`src/rtl/rcs_pkg.sv`:
```
// What this block does
// [RL1] Run source one, default terminals
// [RL2] Keypad source: RUN key, lit indicator
// [RL3] 2220: two-wire forward/reverse
// [RL4] 3330: three-wire start/stop/direction
// [RL5] Option source, no card: error, no run
// [RL6] Stop method selector, default ramp
// [RL7] Ramp, then brake below start
// [RL8] Coast: output off on removal
// [RL9] Coast: run ignored during off time
// [RL10] DC stop: off time, then braking
// [RL11] DC time from stop time, frequency
// [RL12] Timed coast: wait, then cycle run
// [RL13] Inhibit drops reverse, negative references
// [RL14] Local, remote one, remote two
// [RL15] Set two while function 2 closed
// [RL16] Policy 0: switch needs run cycle
// [RL17] Policy 1: run at new source
// [RL18] Programming mode blocks run in policy 0 only
// [RL19] Policy 2: no programming during output
// [RL20] Run delay, wait message, blinking
// [RL21] Phase order swaps output sequence
// [RL22] Power-up policy for external run
// [RL23] Frequency source codes zero to four
// [RL24] Cycle is low-then-high of run
// [RL25] Power-up 0 needs cycle, 1 starts
package rcs_pkg;
   // **
   // Source codes
   // **
   localparam logic [1:0] RUN_SRC_KEYPAD = 2'h0;
   localparam logic [1:0] RUN_SRC_TERM = 2'h1;
   localparam logic [1:0] RUN_SRC_SERIAL = 2'h2;
   localparam logic [1:0] RUN_SRC_OPTION = 2'h3;
   localparam logic [2:0] FREQ_SRC_KEYPAD = 3'h0;
   localparam logic [2:0] FREQ_SRC_ANALOG = 3'h1;
   localparam logic [2:0] FREQ_SRC_SERIAL = 3'h2;
   localparam logic [2:0] FREQ_SRC_OPTION = 3'h3;
   localparam logic [2:0] FREQ_SRC_PULSE = 3'h4;
   // Control place
   localparam logic [1:0] CTRL_LOCAL = 2'h0;
   localparam logic [1:0] CTRL_REMOTE_ONE = 2'h1;
   localparam logic [1:0] CTRL_REMOTE_TWO = 2'h2;
   // **
   // Stop methods and policies
   // **
   localparam logic [1:0] STOP_RAMP = 2'h0;
   localparam logic [1:0] STOP_COAST = 2'h1;
   localparam logic [1:0] STOP_DC = 2'h2;
   localparam logic [1:0] STOP_TIMED = 2'h3;
   localparam logic [1:0] PROG_BLOCK_RUN = 2'h0;
   localparam logic [1:0] PROG_ALLOW_RUN = 2'h1;
   localparam logic [1:0] PROG_LOCK_RUN = 2'h2;
   // Preset codes
   localparam logic [13:0] PRESET_TWO_WIRE = 14'd2220;
   localparam logic [13:0] PRESET_THREE_WIRE = 14'd3330;
   // Terminal positions
   localparam int TERM_FWD = 0;
   localparam int TERM_REV = 1;
   localparam int TERM_START = 0;
   localparam int TERM_STOP = 1;
   localparam int TERM_DIR = 4;
   localparam int TERM_LOCREM = 6;
   localparam int TERM_EXTSEL = 7;
   // **
   // Timing
   // **
   localparam int CLK_PERIOD_NS = 10;
   localparam int TICK_NS = 1000000;
   localparam int TICK_CYCLES = TICK_NS / CLK_PERIOD_NS;
   localparam logic [9:0] MS_PER_S = 10'd1000;
   localparam logic [3:0] MS_PER_CS = 4'd10;
   localparam int FRAC_BITS = 8;
   localparam logic [7:0] DC_FRAC_FLOOR = 8'h1a;
   localparam int BLINK_BIT = 8;
   localparam int TMR_W = 20;
   // Sequencer states
   typedef enum logic [6:0] {
      ST_IDLE = 7'b0000001,
      ST_DELAY = 7'b0000010,
      ST_RUN = 7'b0000100,
      ST_RAMP = 7'b0001000,
      ST_BRAKE = 7'b0010000,
      ST_OFF = 7'b0100000,
      ST_DCWAIT = 7'b1000000
   } rcs_state_t;
endpackage : rcs_pkg

```
`src/rtl/rcs_sync2.sv`:
```
`timescale 1ns/1ps
// **
// Two-flop synchroniser
// **
module rcs_sync2 #(
   parameter int W = 1
) (
   input wire logic ref_clk,
   input wire logic arst_n,
   input wire logic [W-1:0] d,
   output logic [W-1:0] q
);
   // First stage, read only by second
   logic [W-1:0] meta_q;
   // Two stages
   always_ff @(posedge ref_clk or negedge arst_n) begin
      if (!arst_n) begin
         meta_q <= '0;
         q <= '0;
      end else begin
         meta_q <= d;
         q <= meta_q;
      end
   end
endmodule : rcs_sync2

```
`src/rtl/rcs_run_stop_ctrl.sv`:
```
`timescale 1ns/1ps
module rcs_run_stop_ctrl #(
   parameter int TICK_CYC = rcs_pkg::TICK_CYCLES
) (
   input wire logic ref_clk,
   input wire logic arst_n,
   // Pins
   input wire logic [7:0] term_in,
   input wire logic key_run,
   input wire logic key_stop,
   input wire logic local_remote_key,
   input wire logic prog_mode_req,
   // Serial and option run
   input wire logic serial_run,
   input wire logic serial_rev,
   input wire logic option_run,
   input wire logic option_rev,
   input wire logic option_fitted,
   // Settings
   input wire logic [2:0] freq_source_sel_one,
   input wire logic [1:0] run_source_sel_one,
   input wire logic [2:0] freq_source_sel_two,
   input wire logic [1:0] run_source_sel_two,
   input wire logic [1:0] stop_method_sel,
   input wire logic reverse_inhibit_sel,
   input wire logic source_switch_run_policy,
   input wire logic [1:0] program_mode_run_policy,
   input wire logic [9:0] run_delay_time,
   input wire logic phase_order_sel,
   input wire logic powerup_run_policy,
   input wire logic [13:0] init_preset_code,
   input wire logic init_strobe,
   input wire logic [15:0] min_output_off_time,
   input wire logic [15:0] decel_time_one,
   input wire logic [7:0] brake_start_freq,
   input wire logic [6:0] dc_brake_current,
   input wire logic [9:0] dc_brake_stop_time,
   // Drive state
   input wire logic [7:0] out_freq,
   input wire logic freq_ref_neg,
   // Results
   output logic output_enable_q,
   output logic reverse_q,
   output logic phase_swap_q,
   output logic ramp_stop_q,
   output logic [15:0] decel_time_q,
   output logic brake_req_q,
   output logic [6:0] brake_current_q,
   output logic [2:0] freq_src_q,
   output logic freq_neg_block_q,
   output logic [1:0] ctrl_place_q,
   output logic local_remote_led_q,
   output logic option_missing_error_q,
   output logic wait_run_message_q,
   output logic alarm_led_q,
   output logic run_led_q,
   output logic prog_mode_grant_q
);
   import rcs_pkg::*;

   initial begin
      if (TICK_CYC < 2 || TICK_CYC > (1 << 17)) $error("TICK_CYC out of range");
   end

   // **
   // Pin synchronisers
   // **
   logic [7:0] term_s;
   logic [3:0] key_s;
   rcs_sync2 #(.W(8)) u_sync_term (
      .ref_clk(ref_clk),
      .arst_n(arst_n),
      .d(term_in),
      .q(term_s)
   );
   rcs_sync2 #(.W(4)) u_sync_key (
      .ref_clk(ref_clk),
      .arst_n(arst_n),
      .d({key_run, key_stop, local_remote_key, prog_mode_req}),
      .q(key_s)
   );

   // **
   // Millisecond tick
   // **
   logic [16:0] div_q;
   logic tick;
   logic [TMR_W-1:0] ms_q;
   assign tick = (div_q == 17'(TICK_CYC - 1));
   // Divider and free ms count
   always_ff @(posedge ref_clk or negedge arst_n) begin
      if (!arst_n) begin
         div_q <= '0;
         ms_q <= '0;
      end else if (tick) begin
         div_q <= '0;
         ms_q <= ms_q + 1'b1;
      end else begin
         div_q <= div_q + 1'b1;
      end
   end

   // **
   // Control place and keypad latches
   // **
   logic lr_key_d1_q;
   logic lr_tgl_q;
   logic kp_run_q;
   logic three_wire_q;
   logic tw_run_q;
   logic [1:0] place;
   logic [1:0] run_src;
   // Local/remote toggle, keypad run
   always_ff @(posedge ref_clk or negedge arst_n) begin
      if (!arst_n) begin
         lr_key_d1_q <= 1'b0;
         lr_tgl_q <= 1'b0;
         kp_run_q <= 1'b0;
      end else begin
         lr_key_d1_q <= key_s[1];
         if (key_s[1] && !lr_key_d1_q) begin
            lr_tgl_q <= ~lr_tgl_q;
         end
         // Keypad run stays until stop
         if (key_s[2]) begin
            kp_run_q <= 1'b0;
         end else if (key_s[3]) begin
            kp_run_q <= 1'b1;
         end
      end
   end
   // [RL14] place from key or inputs
   // [RL15] set two on extsel only
   always_comb begin
      if (lr_tgl_q ^ term_s[TERM_LOCREM]) begin
         place = CTRL_LOCAL;
         run_src = RUN_SRC_KEYPAD;
      end else if (term_s[TERM_EXTSEL]) begin
         place = CTRL_REMOTE_TWO;
         run_src = run_source_sel_two;
      end else begin
         place = CTRL_REMOTE_ONE;
         // [RL1] remote one source
         run_src = run_source_sel_one;
      end
   end

   // **
   // Terminal sequence
   // **
   // [RL3] [RL4] preset picks wiring
   always_ff @(posedge ref_clk or negedge arst_n) begin
      if (!arst_n) begin
         three_wire_q <= 1'b0;
      end else if (init_strobe) begin
         if (init_preset_code == PRESET_THREE_WIRE) begin
            three_wire_q <= 1'b1;
         end else if (init_preset_code == PRESET_TWO_WIRE) begin
            three_wire_q <= 1'b0;
         end
      end
   end
   // [RL4] three-wire start latch
   always_ff @(posedge ref_clk or negedge arst_n) begin
      if (!arst_n) begin
         tw_run_q <= 1'b0;
      end else if (!term_s[TERM_STOP]) begin
         tw_run_q <= 1'b0;
      end else if (term_s[TERM_START]) begin
         tw_run_q <= 1'b1;
      end
   end

   // **
   // Selected run request
   // **
   logic req_run;
   logic req_rev;
   logic opt_err;
   logic req;
   always_comb begin
      req_run = 1'b0;
      req_rev = 1'b0;
      opt_err = 1'b0;
      case (run_src)
         // [RL2] keypad key only
         RUN_SRC_KEYPAD: req_run = kp_run_q;
         RUN_SRC_TERM: begin
            if (three_wire_q) begin
               req_run = tw_run_q;
               req_rev = term_s[TERM_DIR];
            end else begin
               // [RL3] fwd xor rev terminal
               req_run = term_s[TERM_FWD] ^ term_s[TERM_REV];
               req_rev = term_s[TERM_REV];
            end
         end
         RUN_SRC_SERIAL: begin
            req_run = serial_run;
            req_rev = serial_rev;
         end
         RUN_SRC_OPTION: begin
            // [RL5] no card, no run
            opt_err = !option_fitted;
            req_run = option_run && option_fitted;
            req_rev = option_rev;
         end
         default: req_run = 1'b0;
      endcase
   end
   // [RL13] reverse request dropped
   // [RL18] programming mode blocks run in policy 0
   assign req = req_run && !(reverse_inhibit_sel && req_rev) &&
                !(key_s[0] && program_mode_run_policy == PROG_BLOCK_RUN);

   // **
   // Run cycling interlock
   // **
   rcs_state_t st_q;
   logic [1:0] src_d1_q;
   logic [2:0] first_q; // Power-up window, spans sync delay
   logic cyc_q;
   logic cyc_set;
   assign cyc_set = req && (
      // [RL16] policy 0 on source change
      (src_d1_q != run_src && !source_switch_run_policy) ||
      // [RL22] [RL25] power-up policy
      (first_q[0] && !powerup_run_policy && run_src != RUN_SRC_KEYPAD) ||
      // [RL12] run during timed wait
      (st_q == ST_OFF && stop_method_sel == STOP_TIMED));
   // [RL24] clear on low, set wins
   // [RL17] policy 1 sets nothing
   always_ff @(posedge ref_clk or negedge arst_n) begin
      if (!arst_n) begin
         src_d1_q <= RUN_SRC_TERM;
         first_q <= 3'h7;
         cyc_q <= 1'b0;
      end else begin
         src_d1_q <= run_src;
         first_q <= first_q >> 1;
         if (cyc_set) begin
            cyc_q <= 1'b1;
         end else if (!req) begin
            cyc_q <= 1'b0;
         end
      end
   end

   logic go;
   assign go = req && !cyc_q && !cyc_set;

   // **
   // Stop time arithmetic
   // **
   logic [7:0] f_stop_q;
   logic [7:0] f_dc;
   logic [TMR_W-1:0] dly_ms;
   logic [TMR_W-1:0] dc_ms;
   logic [TMR_W-1:0] wait_ms;
   logic [TMR_W-1:0] off_ms;
   logic [TMR_W-1:0] brk_ms;
   logic [23:0] dc_prod;
   logic [23:0] wait_prod;
   assign dly_ms = TMR_W'(run_delay_time) * TMR_W'(MS_PER_S);
   assign off_ms = TMR_W'(min_output_off_time);
   assign brk_ms = TMR_W'(dc_brake_stop_time) * TMR_W'(MS_PER_CS);
   // [RL11] stop time times frequency
   assign f_dc = (f_stop_q < DC_FRAC_FLOOR) ? DC_FRAC_FLOOR : f_stop_q;
   assign dc_prod = 24'(brk_ms) * 24'(f_dc);
   assign dc_ms = TMR_W'(dc_prod >> FRAC_BITS);
   // [RL12] wait from frequency, decel
   assign wait_prod = 24'(decel_time_one) * 24'(out_freq);
   assign wait_ms = TMR_W'(wait_prod >> FRAC_BITS);

   // **
   // Stop sequencer
   // **
   logic [TMR_W-1:0] tmr_q;
   logic tmr_done;
   assign tmr_done = (tmr_q == '0);
   // State, timer, stop frequency latch
   always_ff @(posedge ref_clk or negedge arst_n) begin
      if (!arst_n) begin
         st_q <= ST_IDLE;
         tmr_q <= '0;
         f_stop_q <= '0;
      end else begin
         if (tick && !tmr_done) begin
            tmr_q <= tmr_q - 1'b1;
         end
         case (st_q)
            ST_IDLE: begin
               // [RL20] delay before run
               if (go) begin
                  tmr_q <= dly_ms;
                  st_q <= ST_DELAY;
               end
            end
            ST_DELAY: begin
               if (!go) begin
                  st_q <= ST_IDLE;
               end else if (tmr_done) begin
                  st_q <= ST_RUN;
               end
            end
            ST_RUN: begin
               if (!go) begin
                  f_stop_q <= out_freq;
                  case (stop_method_sel)
                     // [RL7] ramp down
                     STOP_RAMP: st_q <= ST_RAMP;
                     // [RL10] output off first
                     STOP_DC: begin
                        tmr_q <= off_ms;
                        st_q <= ST_DCWAIT;
                     end
                     // [RL12] timed coast wait
                     STOP_TIMED: begin
                        tmr_q <= wait_ms;
                        st_q <= ST_OFF;
                     end
                     // [RL8] [RL9] coast, off time
                     default: begin
                        tmr_q <= off_ms;
                        st_q <= ST_OFF;
                     end
                  endcase
               end
            end
            ST_RAMP: begin
               if (go) begin
                  st_q <= ST_RUN;
               end else if (out_freq < brake_start_freq) begin
                  // [RL7] brake below start
                  tmr_q <= brk_ms;
                  st_q <= ST_BRAKE;
               end
            end
            ST_DCWAIT: begin
               // [RL10] then braking current
               if (tmr_done) begin
                  tmr_q <= dc_ms;
                  st_q <= ST_BRAKE;
               end
            end
            ST_BRAKE: begin
               if (tmr_done) begin
                  st_q <= ST_IDLE;
               end
            end
            ST_OFF: begin
               // [RL9] run ignored until done
               if (tmr_done) begin
                  st_q <= ST_IDLE;
               end
            end
            default: st_q <= ST_IDLE;
         endcase
      end
   end

   // **
   // Registered outputs
   // **
   logic active;
   logic blink;
   assign active = (st_q == ST_RUN) || (st_q == ST_RAMP);
   assign blink = ms_q[BLINK_BIT];
   // Output stage controls
   always_ff @(posedge ref_clk or negedge arst_n) begin
      if (!arst_n) begin
         output_enable_q <= 1'b0;
         reverse_q <= 1'b0;
         phase_swap_q <= 1'b0;
         ramp_stop_q <= 1'b0;
         decel_time_q <= '0;
         brake_req_q <= 1'b0;
         brake_current_q <= '0;
      end else begin
         // [RL8] coast drops enable at once
         output_enable_q <= active;
         if (st_q == ST_IDLE && go) begin
            reverse_q <= req_rev;
         end
         // [RL21] phase order swap
         phase_swap_q <= phase_order_sel;
         ramp_stop_q <= (st_q == ST_RAMP);
         decel_time_q <= decel_time_one;
         brake_req_q <= (st_q == ST_BRAKE);
         brake_current_q <= (st_q == ST_BRAKE) ? dc_brake_current : 7'h00;
      end
   end
   // Indicators and sources
   always_ff @(posedge ref_clk or negedge arst_n) begin
      if (!arst_n) begin
         freq_src_q <= FREQ_SRC_ANALOG;
         freq_neg_block_q <= 1'b0;
         ctrl_place_q <= CTRL_REMOTE_ONE;
         local_remote_led_q <= 1'b0;
         option_missing_error_q <= 1'b0;
         wait_run_message_q <= 1'b0;
         alarm_led_q <= 1'b0;
         run_led_q <= 1'b0;
         prog_mode_grant_q <= 1'b0;
      end else begin
         // [RL23] [RL15] frequency source
         case (place)
            CTRL_LOCAL: freq_src_q <= FREQ_SRC_KEYPAD;
            CTRL_REMOTE_TWO: freq_src_q <= freq_source_sel_two;
            default: freq_src_q <= freq_source_sel_one;
         endcase
         // [RL13] negative reference blocked
         freq_neg_block_q <= reverse_inhibit_sel && freq_ref_neg;
         ctrl_place_q <= place;
         // [RL2] indicator for keypad source
         local_remote_led_q <= (run_src == RUN_SRC_KEYPAD);
         option_missing_error_q <= opt_err;
         // [RL20] wait message, blinking
         wait_run_message_q <= (st_q == ST_DELAY);
         alarm_led_q <= (st_q == ST_DELAY) && blink;
         run_led_q <= (st_q == ST_DELAY) ? blink : active;
         // [RL19] [RL18] programming grant
         prog_mode_grant_q <= key_s[0] &&
            !(program_mode_run_policy == PROG_LOCK_RUN && (active || st_q == ST_BRAKE));
      end
   end
endmodule : rcs_run_stop_ctrl

```
`config.mk`:
```
export PLATFORM = sky130hd
export DESIGN_NAME = rcs_run_stop_ctrl
export DESIGN_NICKNAME = d
export VERILOG_FILES = /design/src/rtl/rcs_pkg.sv /design/src/rtl/rcs_sync2.sv /design/src/rtl/rcs_run_stop_ctrl.sv
export SDC_FILE = /design/constraint.sdc
export NUM_CORES = 1
export LEC_CHECK = 0
export BUFFER_PORTS_ARGS = -buffer_cell sky130_fd_sc_hd__clkbuf_2
export CORE_MARGIN = 5
export CORE_UTILIZATION = 51
export CTS_BUF_LIST = sky130_fd_sc_hd__clkbuf_16
export CTS_CLUSTER_DIAMETER = 200
export CTS_CLUSTER_SIZE = 40
export DETAILED_ROUTE_END_ITERATION = 6
export PLACE_DENSITY = 0.74
export SETUP_SLACK_MARGIN = 0.05
export SYNTH_ARGS = -nofsm -noshare
export SYNTH_HDL_FRONTEND = slang
export SYNTH_SLANG_ARGS = --single-unit
```
`constraint.sdc`:
```
create_clock -name ref_clk -period 5.1 [get_ports ref_clk]
set_clock_uncertainty 0.05 [all_clocks]
set_input_delay 1.275 -clock ref_clk [delete_from_list [all_inputs] [get_ports ref_clk]]
set_output_delay 1.275 -clock ref_clk [all_outputs]
set_load 0.005 [all_outputs]
```
# After elaboration in Yosys (flattened, before gate mapping)
# Cells that the tools add are included.
# totals
regBits,147
output_inout_bits,40
# op_classes
n_lt_le_gt_ge,2
bitwise,4
muxes,40
n_mul,4
n_eq_ne,26
add_sub_neg,3
n_reduce_logical,45
# op_table
op,count
2-to-1 mux 20 bit,6
one-hot mux 20 bit (4 select lines),1
2-to-1 mux 7 bit,9
one-hot mux 7 bit (6 select lines),1
one-hot mux 20 bit (2 select lines),1
== test 14 x 12 -> 1 bit (second input constant),2
multiplier 16 x 8 -> 24 bit,1
multiplier 13 x 8 -> 21 bit,1
adder 20 x 1 -> 20 bit (second input constant),1
logical NOT 20 bit,1
subtractor 20 x 1 -> 20 bit (second input constant),1
logical AND 1 bit,19
adder 17 x 1 -> 17 bit (second input constant),1
== test 17 bit (second input constant),1
multiplier 10 x 7 -> 17 bit (second input constant),1
2-to-1 mux 17 bit,1
one-hot mux 7 bit (2 select lines),1
multiplier 10 x 3 -> 13 bit (second input constant),1
== test 2 bit (second input constant),6
2-to-1 mux 1 bit,12
logical NOT 1 bit,10
logical NOT 2 bit,4
less-than comparator 8 x 5 -> 1 bit (second input constant),1
less-than comparator 8 bit,1
24 further kinds,40

# Longest topological paths before layout
# logic_depth
depth_word,13
ltp_mapped,24

# By module
# A second synthesis with hierarchy kept.
# unflattened
cells_unflattened,1541
area_unflattened_um2,14818.0
# by_module_without_submodules
module,cells_each,area_per_inst_um2,n_inst
rcs_run_stop_ctrl,1517,14217.4,1
rcs_sync2 (u_sync_term),16,400.4,1
rcs_sync2 (u_sync_key),8,200.2,1

# Worst setup path after synthesis
# OpenSTA, ideal clock, no wires.
# synth_path
path_type,in2reg
from,input dc_brake_stop_time[1]
to,register tmr_q[11]
stages,24
arrival_time_ps,7345
slack_ps,-2421
n_path_buf,0
setup_ps,126
cell_sequence,ha_1 ha_1 fa_1 a211oi_1 o21bai_1 a21oi_1 o21bai_1 a21oi_1 xor2_1 nor2_1 fa_1 fa_1 fa_1 inv_1 fa_1 inv_1 ha_1 a21oi_1 o21ai_0 nor3_1 a21oi_1 a21o_1 a211o_1 a311o_1
# synth_via
elab_chain_len,4
word_cells_on_any_way,6
classes_between,mul: 2; mux: 4
# synth_rtl
element,line,source
start: declaration,rcs_run_stop_ctrl.sv:37,"input wire logic [9:0] dc_brake_stop_time,"
multiplier 10 x 3 -> 13 bit (*),rcs_run_stop_ctrl.sv:266,assign brk_ms = TMR_W'(dc_brake_stop_time) * TMR_W'(MS_PER_CS);
multiplier 13 x 8 -> 21 bit / 2-to-1 mux 20 bit (equally long branches),"rcs_run_stop_ctrl.sv:269, rcs_run_stop_ctrl.sv:333",
"2-to-1 mux 20 bit, on equally long branches","rcs_run_stop_ctrl.sv:341, rcs_run_stop_ctrl.sv:331",
one-hot mux 20 bit (4 select lines) (*),rcs_run_stop_ctrl.sv:291,case (st_q)
end signal: assignment,rcs_run_stop_ctrl.sv:289,tmr_q <= tmr_q - 1'b1;
end signal: assignment,rcs_run_stop_ctrl.sv:295,tmr_q <= dly_ms;
end signal: assignment,rcs_run_stop_ctrl.sv:342,tmr_q <= dc_ms;
end: declaration,rcs_run_stop_ctrl.sv:278,logic [TMR_W-1:0] tmr_q;
# Mark *: on every way between the ends. The rest lies on a longest branch, timed or not.
# A chain may end at the register's enable or synchronous reset.

# Worst setup path in the final report
# layout_path
from,input dc_brake_stop_time[4]
to,register tmr_q[11]
# Same word-level chain as after synthesis.

==> results.toml <==
[grt]
grt_pass1_wl_um = 68500
antenna_found_initial = 2
grt_pass1_vias = 14200
grt.total_usage_pct = 25.2
grt_overflow = 0
grt_max_degree = 101

[setup_path]
cp_slowest_stage_delay_ps = 520
cp.depth = 23
cp_top_family = "adder cells"
cp.arrival_ps = 6940
critPathMaxFanout = 3
path_cells = "clkbuf_2 -> ha_4 -> buf_4 -> fa_2 -> buf_4 -> buf_6 -> a21o_1 -> a21oi_2 -> xnor2_2 -> and2_4 -> fa_1 -> fa_1 -> fa_1 -> inv_2 -> fa_1 -> inv_2 -> ha_4 -> a211o_1 -> o311ai_4 -> a21oi_2 -> a21o_1 -> a211o_1 -> a311o_1"
start_kind = "input port"
crit_top_cell = "fa_1"
crit_required_ps = 5350
slowest_stage = "fa_1"
ff2ff_path_depth = 17
critical_path_class = "in2reg"
cp-end-kind = "register"
cp.buffers_inverters = 6

[logic_synthesis]
synth_top_cell_area_share_pct = 23.6
synth.most_common_cell = "inv_1"
avgSynthCellArea_um2 = 9.37
ys.flop_type = "dfrtp_1"
netlist_instances = 1618
synth_top_area_cell = "fa_1"
synthesis.nets = 2076
synth_common_cells = "inv_1, fa_1, nand2_1"
synth.distinct_cells = 91
synth_area_um2 = 15200
synthMuxAreaShare_pct = 1.28
synth_compound_area_share_pct = 10.7
synth_top_family_by_area = "adder cells"
synth-simple-area-share_pct = 19.3
yosysSeqAreaShare_pct = 21.5
synthAdderAreaFrac_pct = 36.1
synth_edf_count = 0
synthXorXnorAreaFrac_pct = 4.55
synth_area_leaders = "fa_1, dfrtp_1, ha_1"
ys_ff_latch = 130
yosysWarnings = 0
ys_async_sr_fraction_pct = 100

[clock_network]
clockRootBuffer = "clkbuf_16"
insertion_delay_ps = 430
htree_levels = 4
clock-sinks = 130
clk_path_buf_depth = 2
cts_tree = "done"
cts_buffers = 17
clk_pin_slew_ps = 60

[worst_hold_path]
hold_class = "reg2reg"
hold_depth = 0

[final_layout]
area_delta_synth_final_pct = 29.8
multi_input_area_um2 = 11800
finish.utilization_pct = 66.8
nNetsFinal = 2450
fillCellCount = 2285
seqCellArea_um2 = 3260
layout-drive-gt1-share_pct = 29.6

[routing]
drtPass1Iterations = 5
drc_errors = 0
num_vias = 13200
drtIter0Drc = 851
ant_nets = 0
viasPerCell = 5.52
routed_wl_um = 41600
post_drt_wl_per_cell_um = 17.4

[floorplan]
die-area_um2 = 33300
core_um2 = 29500
io_pins = 168
dieWidth_um = 182
row_count = 63
fp.dieH_um = 182
start_util_pct = 51.5

[sta]
hold_viol_final = 0
setup_ws_ps = -1580
final.min_clock_period_ps = 6680
tightest_slew_ps = 933
maxSlewHeadroom_pct = 37.8
max_freq_mhz = 150
min_period_over_period_pct = 131
finalMaxSlewViolations = 0
rsz0062_at_grt = "yes"
setup_viol = 16

[placed_design]
place_congestion = 0.965
post-dp-hpwl_um = 33100
portBuffers = 164

[job]
drv_cap = 0

[status]
status = "finished, violations left"
violations = "setup timing"
==> flip-flops by register name, indices dropped and copies added (netlist names), 3 cells and up <==
signal and cells:
div_q 17, brake_current_q 7, u_sync_key.meta_q 4, f_stop_q 8
u_sync_term.q 5, tmr_q 20, u_sync_term.meta_q 5, first_q 3
st_q 7, freq_src_q 3, u_sync_key.q 4, ms_q 9
decel_time_q 16
==> area by class of cell <==
cell class | instances | share of cell area (%)
Multi-Input combinational cell | 1226 | 59.8
Clock inverter | 15 | 0.833
Sequential cell | 130 | 16.6
Tap cell | 390 | 2.48
Inverter | 227 | 4.33
Clock buffer | 17 | 2.16
Timing Repair Buffer | 390 | 13.8
Antenna cell | 1 | 0.0127
==> metrics by stage <==
step | area [um2] | hold slack [ps] | cells | setup WS [ps] | setup TNS, ps
floorplan | 15500 | 281 | 1618 | -1700 | -18580
global placement | 18200 | 282 | 2342 | -1890 | -25480
detailed placement | 18200 | 285 | 2342 | -2050 | -27770
CTS | 19300 | 299 | 2385 | -1480 | -18070
global route | 19700 | 302 | 2395 | -1750 | -21670
finish | 19700 | 298 | 2396 | -1580 | -19130
==> routing by layer <==
metal	part of all wire (%)	vias up	global-route usage [%]	wire length, um
met5	0.055	-	0	23
met4	3.0	4	7.54	1250
met3	6.7	96	5.12	2790
met2	51	437	43.3	21000
met1	40	6567	32.4	16500
li1	-	6123	-	-
==> logic make-up (layout without fill, tap and decap cells) <==
family                   after synthesis  after routing
other                                  1              2
AND/OR/NAND/NOR                      568            568
multiplexers                          16             16
XOR/XNOR                              78             78
flip-flops                           130            130
adder cells (fa/ha/maj)              330            330
AO/OA/AOI/OAI                        233            233
buffers and inverters                262            649
==> cell usage in the layout (no fill, tap or decap), drive strengths merged, types with 10 or more instances in the layout <==
cell,instances
xor2,33
a21o,12
ha,151
nor2b,28
and3,18
clkbuf,177
o21ai,51
o21a,12
a21oi,43
nand4,10
nand3,32
dfrtp,123
inv,236
xnor2,45
nor2,115
mux2i,11
o211ai,16
nand2,163
and2,105
buf,230
nor3,32
fa,179
nor4,11
==> worst paths after layout <==
check                                            end  slack (ps)                           start
setup / recovery                 tmr_q[11]$_DFF_PN0_       -1580           dc_brake_stop_time[4]
hold / removal             u_sync_key.q[0]$_DFF_PN0_         300  u_sync_key.meta_q[0]$_DFF_PN0_
setup reg to reg                  tmr_q[7]$_DFF_PN0_        -310         f_stop_q[7]$_DFFE_PN0P_
hold reg to reg            u_sync_key.q[0]$_DFF_PN0_         300  u_sync_key.meta_q[0]$_DFF_PN0_
max in group asynchronous      ramp_stop_q$_DFF_PN0_        3110                          arst_n
min in group asynchronous        ms_q[2]$_DFFE_PN0N_         870                          arst_n
==> what timing repair did <==
| item | in CTS | in global routing |
|---|---|---|
| hold buffers | 0 | 0 |
| resized for setup | 81 | 72 |
| endpoints found under the setup margin | 17 | 20 |
| buffers inserted | 13 | 10 |
| pin swaps | 41 | 78 |
Power is not shown: default switching activity piles up to over one toggle a cycle in this logic, so the estimate is an artifact.
